`src/core/qsi_status_pkg.sv`:
```
/*
 Shared constants for the quad serial status and descriptor poll block:
 register indices, field positions, reset values and encodings.
 Assumes nothing beyond a SystemVerilog compiler.
*/
package qsi_status_pkg;
   localparam logic [3:0] reg_status_two_idx = 4'h0;
   localparam logic [3:0] reg_poll_count_idx = 4'h1;
   localparam logic [3:0] reg_tx_dma_idx = 4'h2;
   localparam logic [3:0] reg_poll_ctrl_idx = 4'h3;

   localparam int cmd_dir_lsb = 16;
   localparam int ctrl_free_lsb = 7;
   localparam int line_act_lsb = 3;
   localparam int rx_under_bit = 1;
   localparam int tx_over_bit = 0;
   localparam int tx_state_lsb = 25;
   localparam int tx_space_lsb = 16;
   localparam int tx_len_lsb = 0;

   localparam logic [31:0] status_two_rst = 32'h0000_0000;
   localparam logic [15:0] poll_count_rst = 16'h0000;
   localparam logic [31:0] read_zero = 32'h0000_0000;

   typedef enum logic [1:0] {
      dir_idle = 2'b00,
      dir_tx = 2'b01,
      dir_rx = 2'b10
   } cmd_dir_e;

   typedef struct packed {
      logic       wr;
      logic       rd;
      logic [3:0] addr;
      logic [31:0] wdata;
   } bus_req_s;

   typedef struct packed {
      logic [3:0] state;
      logic [4:0] space;
      logic [7:0] length;
   } tx_dma_s;
endpackage

```
`src/core/poll_wait_timer.sv`:
```
/*
 Descriptor refetch wait timer. Counts the programmed number of clock
 cycles after a disabled descriptor, then pulses the refetch request.
 Assumes the caller gives a one-cycle start pulse on the same clock.
*/
`timescale 1ns/1ps
module poll_wait_timer
   import qsi_status_pkg::*;
(
   // Clock and reset
   input wire logic i_clk,
   input wire logic i_rst,
   // Control
   input wire logic i_start,
   input wire logic [15:0] i_wait,
   // Status
   output logic o_busy,
   output logic o_refetch
);
   logic [15:0] remain_ff;

   // Zero wait refetches on the next cycle
   always_ff @(posedge i_clk or posedge i_rst) begin
      if (i_rst) begin
         remain_ff <= 16'h0000;
         o_busy <= 1'b0;
         o_refetch <= 1'b0;
      end else begin
         o_refetch <= 1'b0;
         if (i_start && !o_busy) begin
            remain_ff <= i_wait;
            o_busy <= 1'b1;
         end else if (o_busy) begin
            if (remain_ff == 16'h0000) begin
               o_busy <= 1'b0;
               o_refetch <= 1'b1;
            end else begin
               remain_ff <= remain_ff - 16'h0001;
            end
         end
      end
   end
endmodule

```
`src/core/quad_serial_status_poll.sv`:
```
/*
 Status, descriptor poll and transmit DMA status registers of a quad
 serial flash controller. Assumes a simple register port on i_clk,
 data line pins from outside the clock domain, and engine events
 arriving as same-clock one-cycle pulses.
*/
// Decided for this implementation: the register offsets and strobed register access.
// Overview of operation
// - Two-bit command direction: idle 00, transmit 01, receive 10; 11 never shown.
// - Five-bit control FIFO free count, 0 to 31 encoding 0 to 32 bytes.
// - Bits 6 to 3 show activity on data lines 3 to 0.
// - Bit 1 sets when a receive FIFO read finds it empty.
// - Bit 0 sets when a write reaches a full transmit FIFO.
// - Disabled descriptor waits programmed 16-bit cycle count before refetch.
// - Unimplemented status bits 31-18, 15-12 and 2 read zero.
// - Transmit DMA state reported in a four-bit field, bits 28-25.
// - Five-bit FIFO space at 20-16, eight-bit buffer length at 7-0.
`timescale 1ns/1ps
module quad_serial_status_poll
   import qsi_status_pkg::*;
(
   // Clock and reset
   input wire logic i_clk,
   input wire logic i_rst,
   // Register port
   input wire logic [3:0] i_addr,
   input wire logic [31:0] i_wdata,
   input wire logic i_wr,
   input wire logic i_rd,
   output logic [31:0] o_rdata,
   // Engine status, same clock
   input wire logic [1:0] i_command_direction,
   input wire logic [4:0] i_control_fifo_free,
   input wire logic i_rx_fifo_read,
   input wire logic i_rx_fifo_empty,
   input wire logic i_tx_fifo_write,
   input wire logic i_tx_fifo_full,
   input wire logic [3:0] i_tx_dma_state,
   input wire logic [4:0] i_tx_fifo_space,
   input wire logic [7:0] i_tx_current_length,
   // Descriptor processor
   input wire logic i_descriptor_disabled,
   output logic o_descriptor_refetch,
   output logic o_poll_waiting,
   // Data line pins, asynchronous
   input wire logic [3:0] i_data_line
);
   bus_req_s req;
   tx_dma_s tx_dma;
   logic [1:0] command_direction_ff;
   logic [4:0] control_fifo_free_ff;
   logic [3:0] line_meta_ff;
   logic [3:0] data_line_active_ff;
   logic rx_underflow_flag_ff;
   logic tx_overflow_flag_ff;
   logic [15:0] descriptor_poll_wait_ff;
   tx_dma_s tx_dma_ff;
   logic [31:0] status_word;
   logic [31:0] tx_dma_word;
   logic [31:0] nxt_rdata;
   logic refetch;
   logic waiting;

   assign req = '{wr: i_wr, rd: i_rd, addr: i_addr, wdata: i_wdata};
   assign tx_dma = '{state: i_tx_dma_state, space: i_tx_fifo_space,
                     length: i_tx_current_length};

   // Reserved code never leaks out; shown as idle instead
   always_ff @(posedge i_clk or posedge i_rst) begin
      if (i_rst) begin
         command_direction_ff <= dir_idle;
      end else if (i_command_direction == 2'b11) begin
         command_direction_ff <= dir_idle;
      end else begin
         command_direction_ff <= i_command_direction;
      end
   end

   always_ff @(posedge i_clk or posedge i_rst) begin
      if (i_rst) begin
         control_fifo_free_ff <= 5'h00;
      end else begin
         control_fifo_free_ff <= i_control_fifo_free;
      end
   end

   // Two-stage synchroniser per line; only stage two is read
   genvar g;
   generate
      for (g = 0; g < 4; g++) begin : gen_line
         always_ff @(posedge i_clk or posedge i_rst) begin
            if (i_rst) begin
               line_meta_ff[g] <= 1'b0;
               data_line_active_ff[g] <= 1'b0;
            end else begin
               line_meta_ff[g] <= i_data_line[g];
               data_line_active_ff[g] <= line_meta_ff[g];
            end
         end
      end
   endgenerate

   // No clear path exists, so flags are sticky until reset
   always_ff @(posedge i_clk or posedge i_rst) begin
      if (i_rst) begin
         rx_underflow_flag_ff <= 1'b0;
      end else if (i_rx_fifo_read && i_rx_fifo_empty) begin
         rx_underflow_flag_ff <= 1'b1;
      end
   end

   always_ff @(posedge i_clk or posedge i_rst) begin
      if (i_rst) begin
         tx_overflow_flag_ff <= 1'b0;
      end else if (i_tx_fifo_write && i_tx_fifo_full) begin
         tx_overflow_flag_ff <= 1'b1;
      end
   end

   always_ff @(posedge i_clk or posedge i_rst) begin
      if (i_rst) begin
         descriptor_poll_wait_ff <= poll_count_rst;
      end else if (req.wr && req.addr == reg_poll_count_idx) begin
         descriptor_poll_wait_ff <= req.wdata[15:0];
      end
   end

   always_ff @(posedge i_clk or posedge i_rst) begin
      if (i_rst) begin
         tx_dma_ff <= '0;
      end else begin
         tx_dma_ff <= tx_dma;
      end
   end

   poll_wait_timer u_poll_wait_timer (
      .i_clk(i_clk),
      .i_rst(i_rst),
      .i_start(i_descriptor_disabled),
      .i_wait(descriptor_poll_wait_ff),
      .o_busy(waiting),
      .o_refetch(refetch)
   );

   always_ff @(posedge i_clk or posedge i_rst) begin
      if (i_rst) begin
         o_descriptor_refetch <= 1'b0;
         o_poll_waiting <= 1'b0;
      end else begin
         o_descriptor_refetch <= refetch;
         o_poll_waiting <= waiting;
      end
   end

   always_comb begin
      status_word = status_two_rst;
      status_word[cmd_dir_lsb +: 2] = command_direction_ff;
      status_word[ctrl_free_lsb +: 5] = control_fifo_free_ff;
      status_word[line_act_lsb +: 4] = data_line_active_ff;
      status_word[rx_under_bit] = rx_underflow_flag_ff;
      status_word[tx_over_bit] = tx_overflow_flag_ff;
   end

   always_comb begin
      tx_dma_word = read_zero;
      tx_dma_word[tx_state_lsb +: 4] = tx_dma_ff.state;
      tx_dma_word[tx_space_lsb +: 5] = tx_dma_ff.space;
      tx_dma_word[tx_len_lsb +: 8] = tx_dma_ff.length;
   end

   // Unmapped addresses read zero
   always_comb begin
      nxt_rdata = read_zero;
      case (req.addr)
         reg_status_two_idx: nxt_rdata = status_word;
         reg_poll_count_idx: nxt_rdata = {16'h0000, descriptor_poll_wait_ff};
         reg_tx_dma_idx: nxt_rdata = tx_dma_word;
         default: nxt_rdata = read_zero;
      endcase
   end

   // Read data valid only in the cycle after the strobe
   always_ff @(posedge i_clk or posedge i_rst) begin
      if (i_rst) begin
         o_rdata <= read_zero;
      end else if (req.rd) begin
         o_rdata <= nxt_rdata;
      end else begin
         o_rdata <= read_zero;
      end
   end
endmodule

```
`config.mk`:
```
export PLATFORM = sky130hd
export DESIGN_NAME = quad_serial_status_poll
export DESIGN_NICKNAME = d
export VERILOG_FILES = /design/src/core/qsi_status_pkg.sv /design/src/core/poll_wait_timer.sv /design/src/core/quad_serial_status_poll.sv
export SDC_FILE = /design/constraint.sdc
export NUM_CORES = 1
export LEC_CHECK = 0
export BUFFER_PORTS_ARGS = -buffer_cell sky130_fd_sc_hd__buf_2
export CORE_UTILIZATION = 51
export DETAILED_ROUTE_END_ITERATION = 6
export GPL_TIMING_DRIVEN = 0
export PLACE_DENSITY = 0.76
export REMOVE_ABC_BUFFERS = 1
export SLEW_MARGIN = 20
export SYNTH_ARGS = -nofsm -noshare
export SYNTH_HDL_FRONTEND = slang
export SYNTH_SLANG_ARGS = --single-unit
```
`constraint.sdc`:
```
create_clock -name i_clk -period 3.3 [get_ports i_clk]
set_clock_uncertainty 0.2 [all_clocks]
set_input_delay 0.33 -clock i_clk [delete_from_list [all_inputs] [get_ports i_clk]]
set_output_delay 0.33 -clock i_clk [all_outputs]
set_load 0.02 [all_outputs]
```
## Yosys cells after proc, flatten, opt, wreduce, memory -nomap -nowiden

Cells that the tools add are included.

- Register bits after elaboration: 102
- Bits of input ports: 73
- Output and inout bits: 34
- Word-level logic and storage cells: 48

- Add/subtract/negate cells: 1
- Eq/ne operators: 4
- Multiplexer cells: 12
- Reductions and logical operators: 9

Operators by type and width:

| kind | number |
|---|---|
| $pmux 29 s3 | 1 |
| $mux 16 | 3 |
| $mux 32 | 1 |
| $logic_not 16->1 | 1 |
| $sub 16x1->16 const B | 1 |
| $mux 1 | 6 |
| $eq 4x1->1 const B | 1 |
| $eq 4x2->1 const B | 1 |
| $logic_and 1x1->1 | 4 |
| $logic_not 4->1 | 1 |
| $eq 2x2->1 const B | 1 |
| $mux 2 | 1 |
| $ne 2x1->1 const B | 1 |
| $reduce_and 2->1 | 1 |
| $reduce_bool 2->1 | 1 |
| $logic_not 1->1 | 1 |

## Depth between registers and ports, before layout

- Depth after elaboration: 4
- Mapped depth: 7
- Gate-level depth less buffers: 6

## Cells and area by module

Synthesis repeated with hierarchy kept, for this count alone.

- Cells, all modules: 291
- Area, all modules: 3796.1 µm²

By module, submodules not included:

| module | times used | cells each | area an instance (µm²) | seq. area each (µm²) |
|---|---|---|---|---|
| quad_serial_status_poll | 1 | 160 | 2626.3 | 1926.8 |
| poll_wait_timer | 1 | 131 | 1169.9 | 450.4 |

## Worst setup path after synthesis

OpenSTA, ideal clock, no wires.

- Kind: reg-to-reg
- Start point: reg u_poll_wait_timer.remain_ff[0]
- End point: reg u_poll_wait_timer.remain_ff[6]
- Setup time: 0.124 ns
- Arrival time: 1.657 ns
- Required time: 2.976 ns
- Setup slack: 1.319 ns
- Cell stages (with the launch flop): 8
- Buffers on the path: 1
- Period minus slack after synthesis: 1.981 ns
- Cell sequence: dfrtp_1 -> inv_1 -> ha_1 -> or3b_2 -> buf_2 -> nor3_1 -> o221ai_1 -> o2bb2ai_1

- Word-level cells in the longest chain between the ends: 4
- Elaborated cells on any way between the ends: 7
- Classes of those cells: add/sub: 1; eq/ne: 1; mux: 3; reduce/logical: 2

RTL lines:

| element | line | RTL |
|---|---|---|
| start, declared | poll_wait_timer.sv:20 | `logic [15:0] remain_ff;` |
| start signal, assigned | poll_wait_timer.sv:31 | `remain_ff <= i_wait;` |
| start signal, assigned | poll_wait_timer.sv:38 | `remain_ff <= remain_ff - 16'h0001;` |
| $sub 16x1->16 | poll_wait_timer.sv:38 |  |
| $mux 16 | poll_wait_timer.sv:34 | `if (remain_ff == 16'h0000) begin` |
| $mux 16 | poll_wait_timer.sv:33 | `end else if (o_busy) begin` |
| $mux 16 | poll_wait_timer.sv:30 | `if (i_start && !o_busy) begin` |

Parallel ways exist; a longest one is shown, timed or not. The select of a mux whose other input is x is not followed.
A chain may end at the register's enable or synchronous reset.

## Worst setup path after layout

- Start point: reg u_poll_wait_timer.remain_ff[0]
- End point: reg u_poll_wait_timer.remain_ff[9]

Same word-level chain as after synthesis.

==> qor.yml <==
clock_network:
  cts_tree: "built"
  worstSkewPairLatency_ns: 0.36
  clock-sinks: 95
  cts_root_buf: "clkbuf_8"
  cts_resized: 0
  cts_inserted_buffers: 9
  htree_levels: 3
  clk_pin_slew_ns: 0.09
  cts_hold_buf: 47
  cts_setup_buffers: 0
  clk_path_buf_depth: 2
cells_and_area:
  utilization_pct: 71.2
  drive_gt1_share_pct: 30.7
  area_growth_pct: 31.4
  final_cell_mix: "dfrtp_1 (95), buf_2 (84), dlygate4sd3_1 (49)"
  fillers: 489
  layout.nets: 502
  fin_area_um2: 4950
  final_common_cell: "dfrtp_1"
  diodes: 0
place:
  place.gp.congestion: 0.927
  port_buffers: 83
  place_hpwl_um: 5100
  dpl-instance-area_um2: 4250
sta:
  maxSlewViolCount: 0
  rsz0062_at_grt: "no"
  max_freq_mhz: 390
  fin_crit_ns: 2.57
  relSlewSlack_pct: 29.8
  fin_tns_setup_ns: 0
  post-route-period-util_pct: 77.8
  final_hold_viol_count: 0
  tightest_slew_ns: 1.05
  setup_viol: 0
run:
  maxCapViolCount: 0
power:
  power.density_nw_per_um2: 572
  finalPower_mw: 2.83
  peakVddDrop_mv: 0.424
  p_leak_nw: 2.36
synth:
  synth_area_um2: 3760
  ys_ff_latch: 95
  syn_inst: 297
  synth.avg_cell_area_um2: 12.7
  postSynth.asyncResetShare_pct: 100
  synth_edf_count: 0
  netlist-cell-type-count: 58
  yosysWarnings: 0
  yosys_most_used_dff: "dfrtp_1"
  yosysSeqAreaShare_pct: 63.2
critical_path:
  cp.required_ns: 3.31
  slowest_delay_ns: 0.54
  worstSetupEndpointType: "flop"
  crit_buf_inv: 1
  arrival_ns: 2.58
  cp_max_fo: 11
  rrSetupSlack_ns: 0.73
  path_class: "reg2reg"
  cpMaxStageDelayCell: "o21ai_2"
  cpLargestDelayFamily: "simple AND/OR/NAND/NOR gates"
  start_kind: "flop"
  crit_chain: "inv_1, ha_1, nor3b_1, nand3_2, o21ai_2, o21ai_0"
detailed_routing:
  post-route-drc-count: 0
  ant_nets: 0
  wl_per_cell_um: 16.6
  drt_iter0_markers: 190
  via_per_inst: 5.39
  wirelength_um: 8790
  vias: 2853
  firstDrtPassIters: 4
floorplanning:
  pin_count: 107
  dieArea_um2: 7730
  dieHeight_um: 87.9
  initial_core_util_pct: 54.2
  die_w_um: 87.9
  coreArea_um2: 6940
  rows: 30
global_routing:
  grt.overflow.total: 0
  antenna_found_initial: 0
  grt_pass1_vias: 2842
  grt_max_degree: 57
  grt_usage_pct: 24.6
  grt_pass1_wl_um: 13700
run_status:
  status: "completed"
min_path:
  holdCritPathClass: "in2reg"
cells in the mapped netlist, types with 4 or more instances:
library cell	number	area, µm²
and3_1	11	68.8
mux2_2	6	67.6
nor2_1	17	63.8
clkbuf_1	4	15.0
a21oi_1	17	85.1
buf_2	4	20.0
o221ai_1	4	35.0
nor3_1	10	50.1
o21ai_0	4	20.0
dfrtp_1	95	2380
mux2_4	10	150
a22oi_1	17	128
buf_4	7	52.6
nand2_1	15	56.3
o22ai_1	4	25.0
inv_1	10	37.5
sequential cells by signal (all words and copies together), names as in the netlist:
| register | flops |
|---|---|
| o_rdata | 25 |
| tx_dma_ff | 17 |
| descriptor_poll_wait_ff | 16 |
| u_poll_wait_timer.remain_ff | 16 |
| control_fifo_free_ff | 5 |
| data_line_active_ff | 4 |
| line_meta_ff | 4 |
| command_direction_ff | 2 |
| o_descriptor_refetch | 1 |
| o_poll_waiting | 1 |
| rx_underflow_flag_ff | 1 |
| tx_overflow_flag_ff | 1 |
| u_poll_wait_timer.o_busy | 1 |
| u_poll_wait_timer.o_refetch | 1 |
through the flow:
| stage | hold slack, ns | std cells | worst slack, ns |
|---|---|---|---|
| 5_1_grt | 0.00376 | 529 | 0.547 |
| 3_3_place_gp | 0.132 | 462 | -0.657 |
| 2_1_floorplan | 0.131 | 283 | 0.293 |
| 4_1_cts | 0.00133 | 527 | 0.779 |
| 6_report | 0.0146 | 529 | 0.733 |
| 3_5_place_dp | 0.135 | 464 | 0.800 |
cell type report:
cell class	instances	area, µm²	area share (%)
Sequential cell	95	2380	48.1
Multi-Input combinational cell	178	1270	25.6
Timing Repair Buffer	134	938	19.0
Clock buffer	10	138	2.78
Tap cell	96	120	2.43
Clock inverter	6	67.6	1.37
Inverter	10	40.0	0.809
routing by layer:
| layer | part of all wire (%) | track usage (%) |
|---|---|---|
| met5 | 0 | 0 |
| met4 | 3.4 | 12.5 |
| met3 | 6.0 | 6.41 |
| met2 | 51 | 42.2 |
| met1 | 40 | 28.4 |
worst paths after layout:
kind                                                                    to                                       start  cells past startpoint
worst min register to register              o_descriptor_refetch$_DFF_PP0_       u_poll_wait_timer.o_refetch$_DFF_PP0_                      0
worst min-delay path                descriptor_poll_wait_ff[8]$_DFFE_PP0P_                                  i_wdata[8]                      2
worst max register to register  u_poll_wait_timer.remain_ff[9]$_DFFE_PP0P_  u_poll_wait_timer.remain_ff[0]$_DFFE_PP0P_                      6
worst max-delay path            u_poll_wait_timer.remain_ff[9]$_DFFE_PP0P_  u_poll_wait_timer.remain_ff[0]$_DFFE_PP0P_                      6
min in group asynchronous                             o_rdata[3]$_DFF_PP0_                                       i_rst                      3
max in group asynchronous            u_poll_wait_timer.o_refetch$_DFF_PP0_                                       i_rst                      4
cell families after synthesis:
family | Yosys count | share of synthesized area [%]
AOI/OAI and AO/OA | 68 | 12.7
xor gates and xnor gates | 1 | 0.233
adders and majority gates | 1 | 0.332
buffers and inverters | 30 | 4.26
DFF | 95 | 63.2
muxes | 18 | 6.32
other | 1 | 0.0996
and+or+nand+nor | 83 | 12.9
power breakdown:
group	switching, mW	internal, mW	total (mW)
clock	0.412	0.375	0.786
combinational	0.271	0.275	0.546
sequential	0.172	1.32	1.50
total	0.855	1.97	2.83
worst reg2reg max path, cell delays in order, from the launching register on:
cell,delay [ns]
dfrtp_1,0.44
inv_1,0.11
ha_1,0.19
nor3b_1,0.46
nand3_2,0.28
o21ai_2,0.54
o21ai_0,0.20
Note: power is estimated with default switching activity, not from simulation.
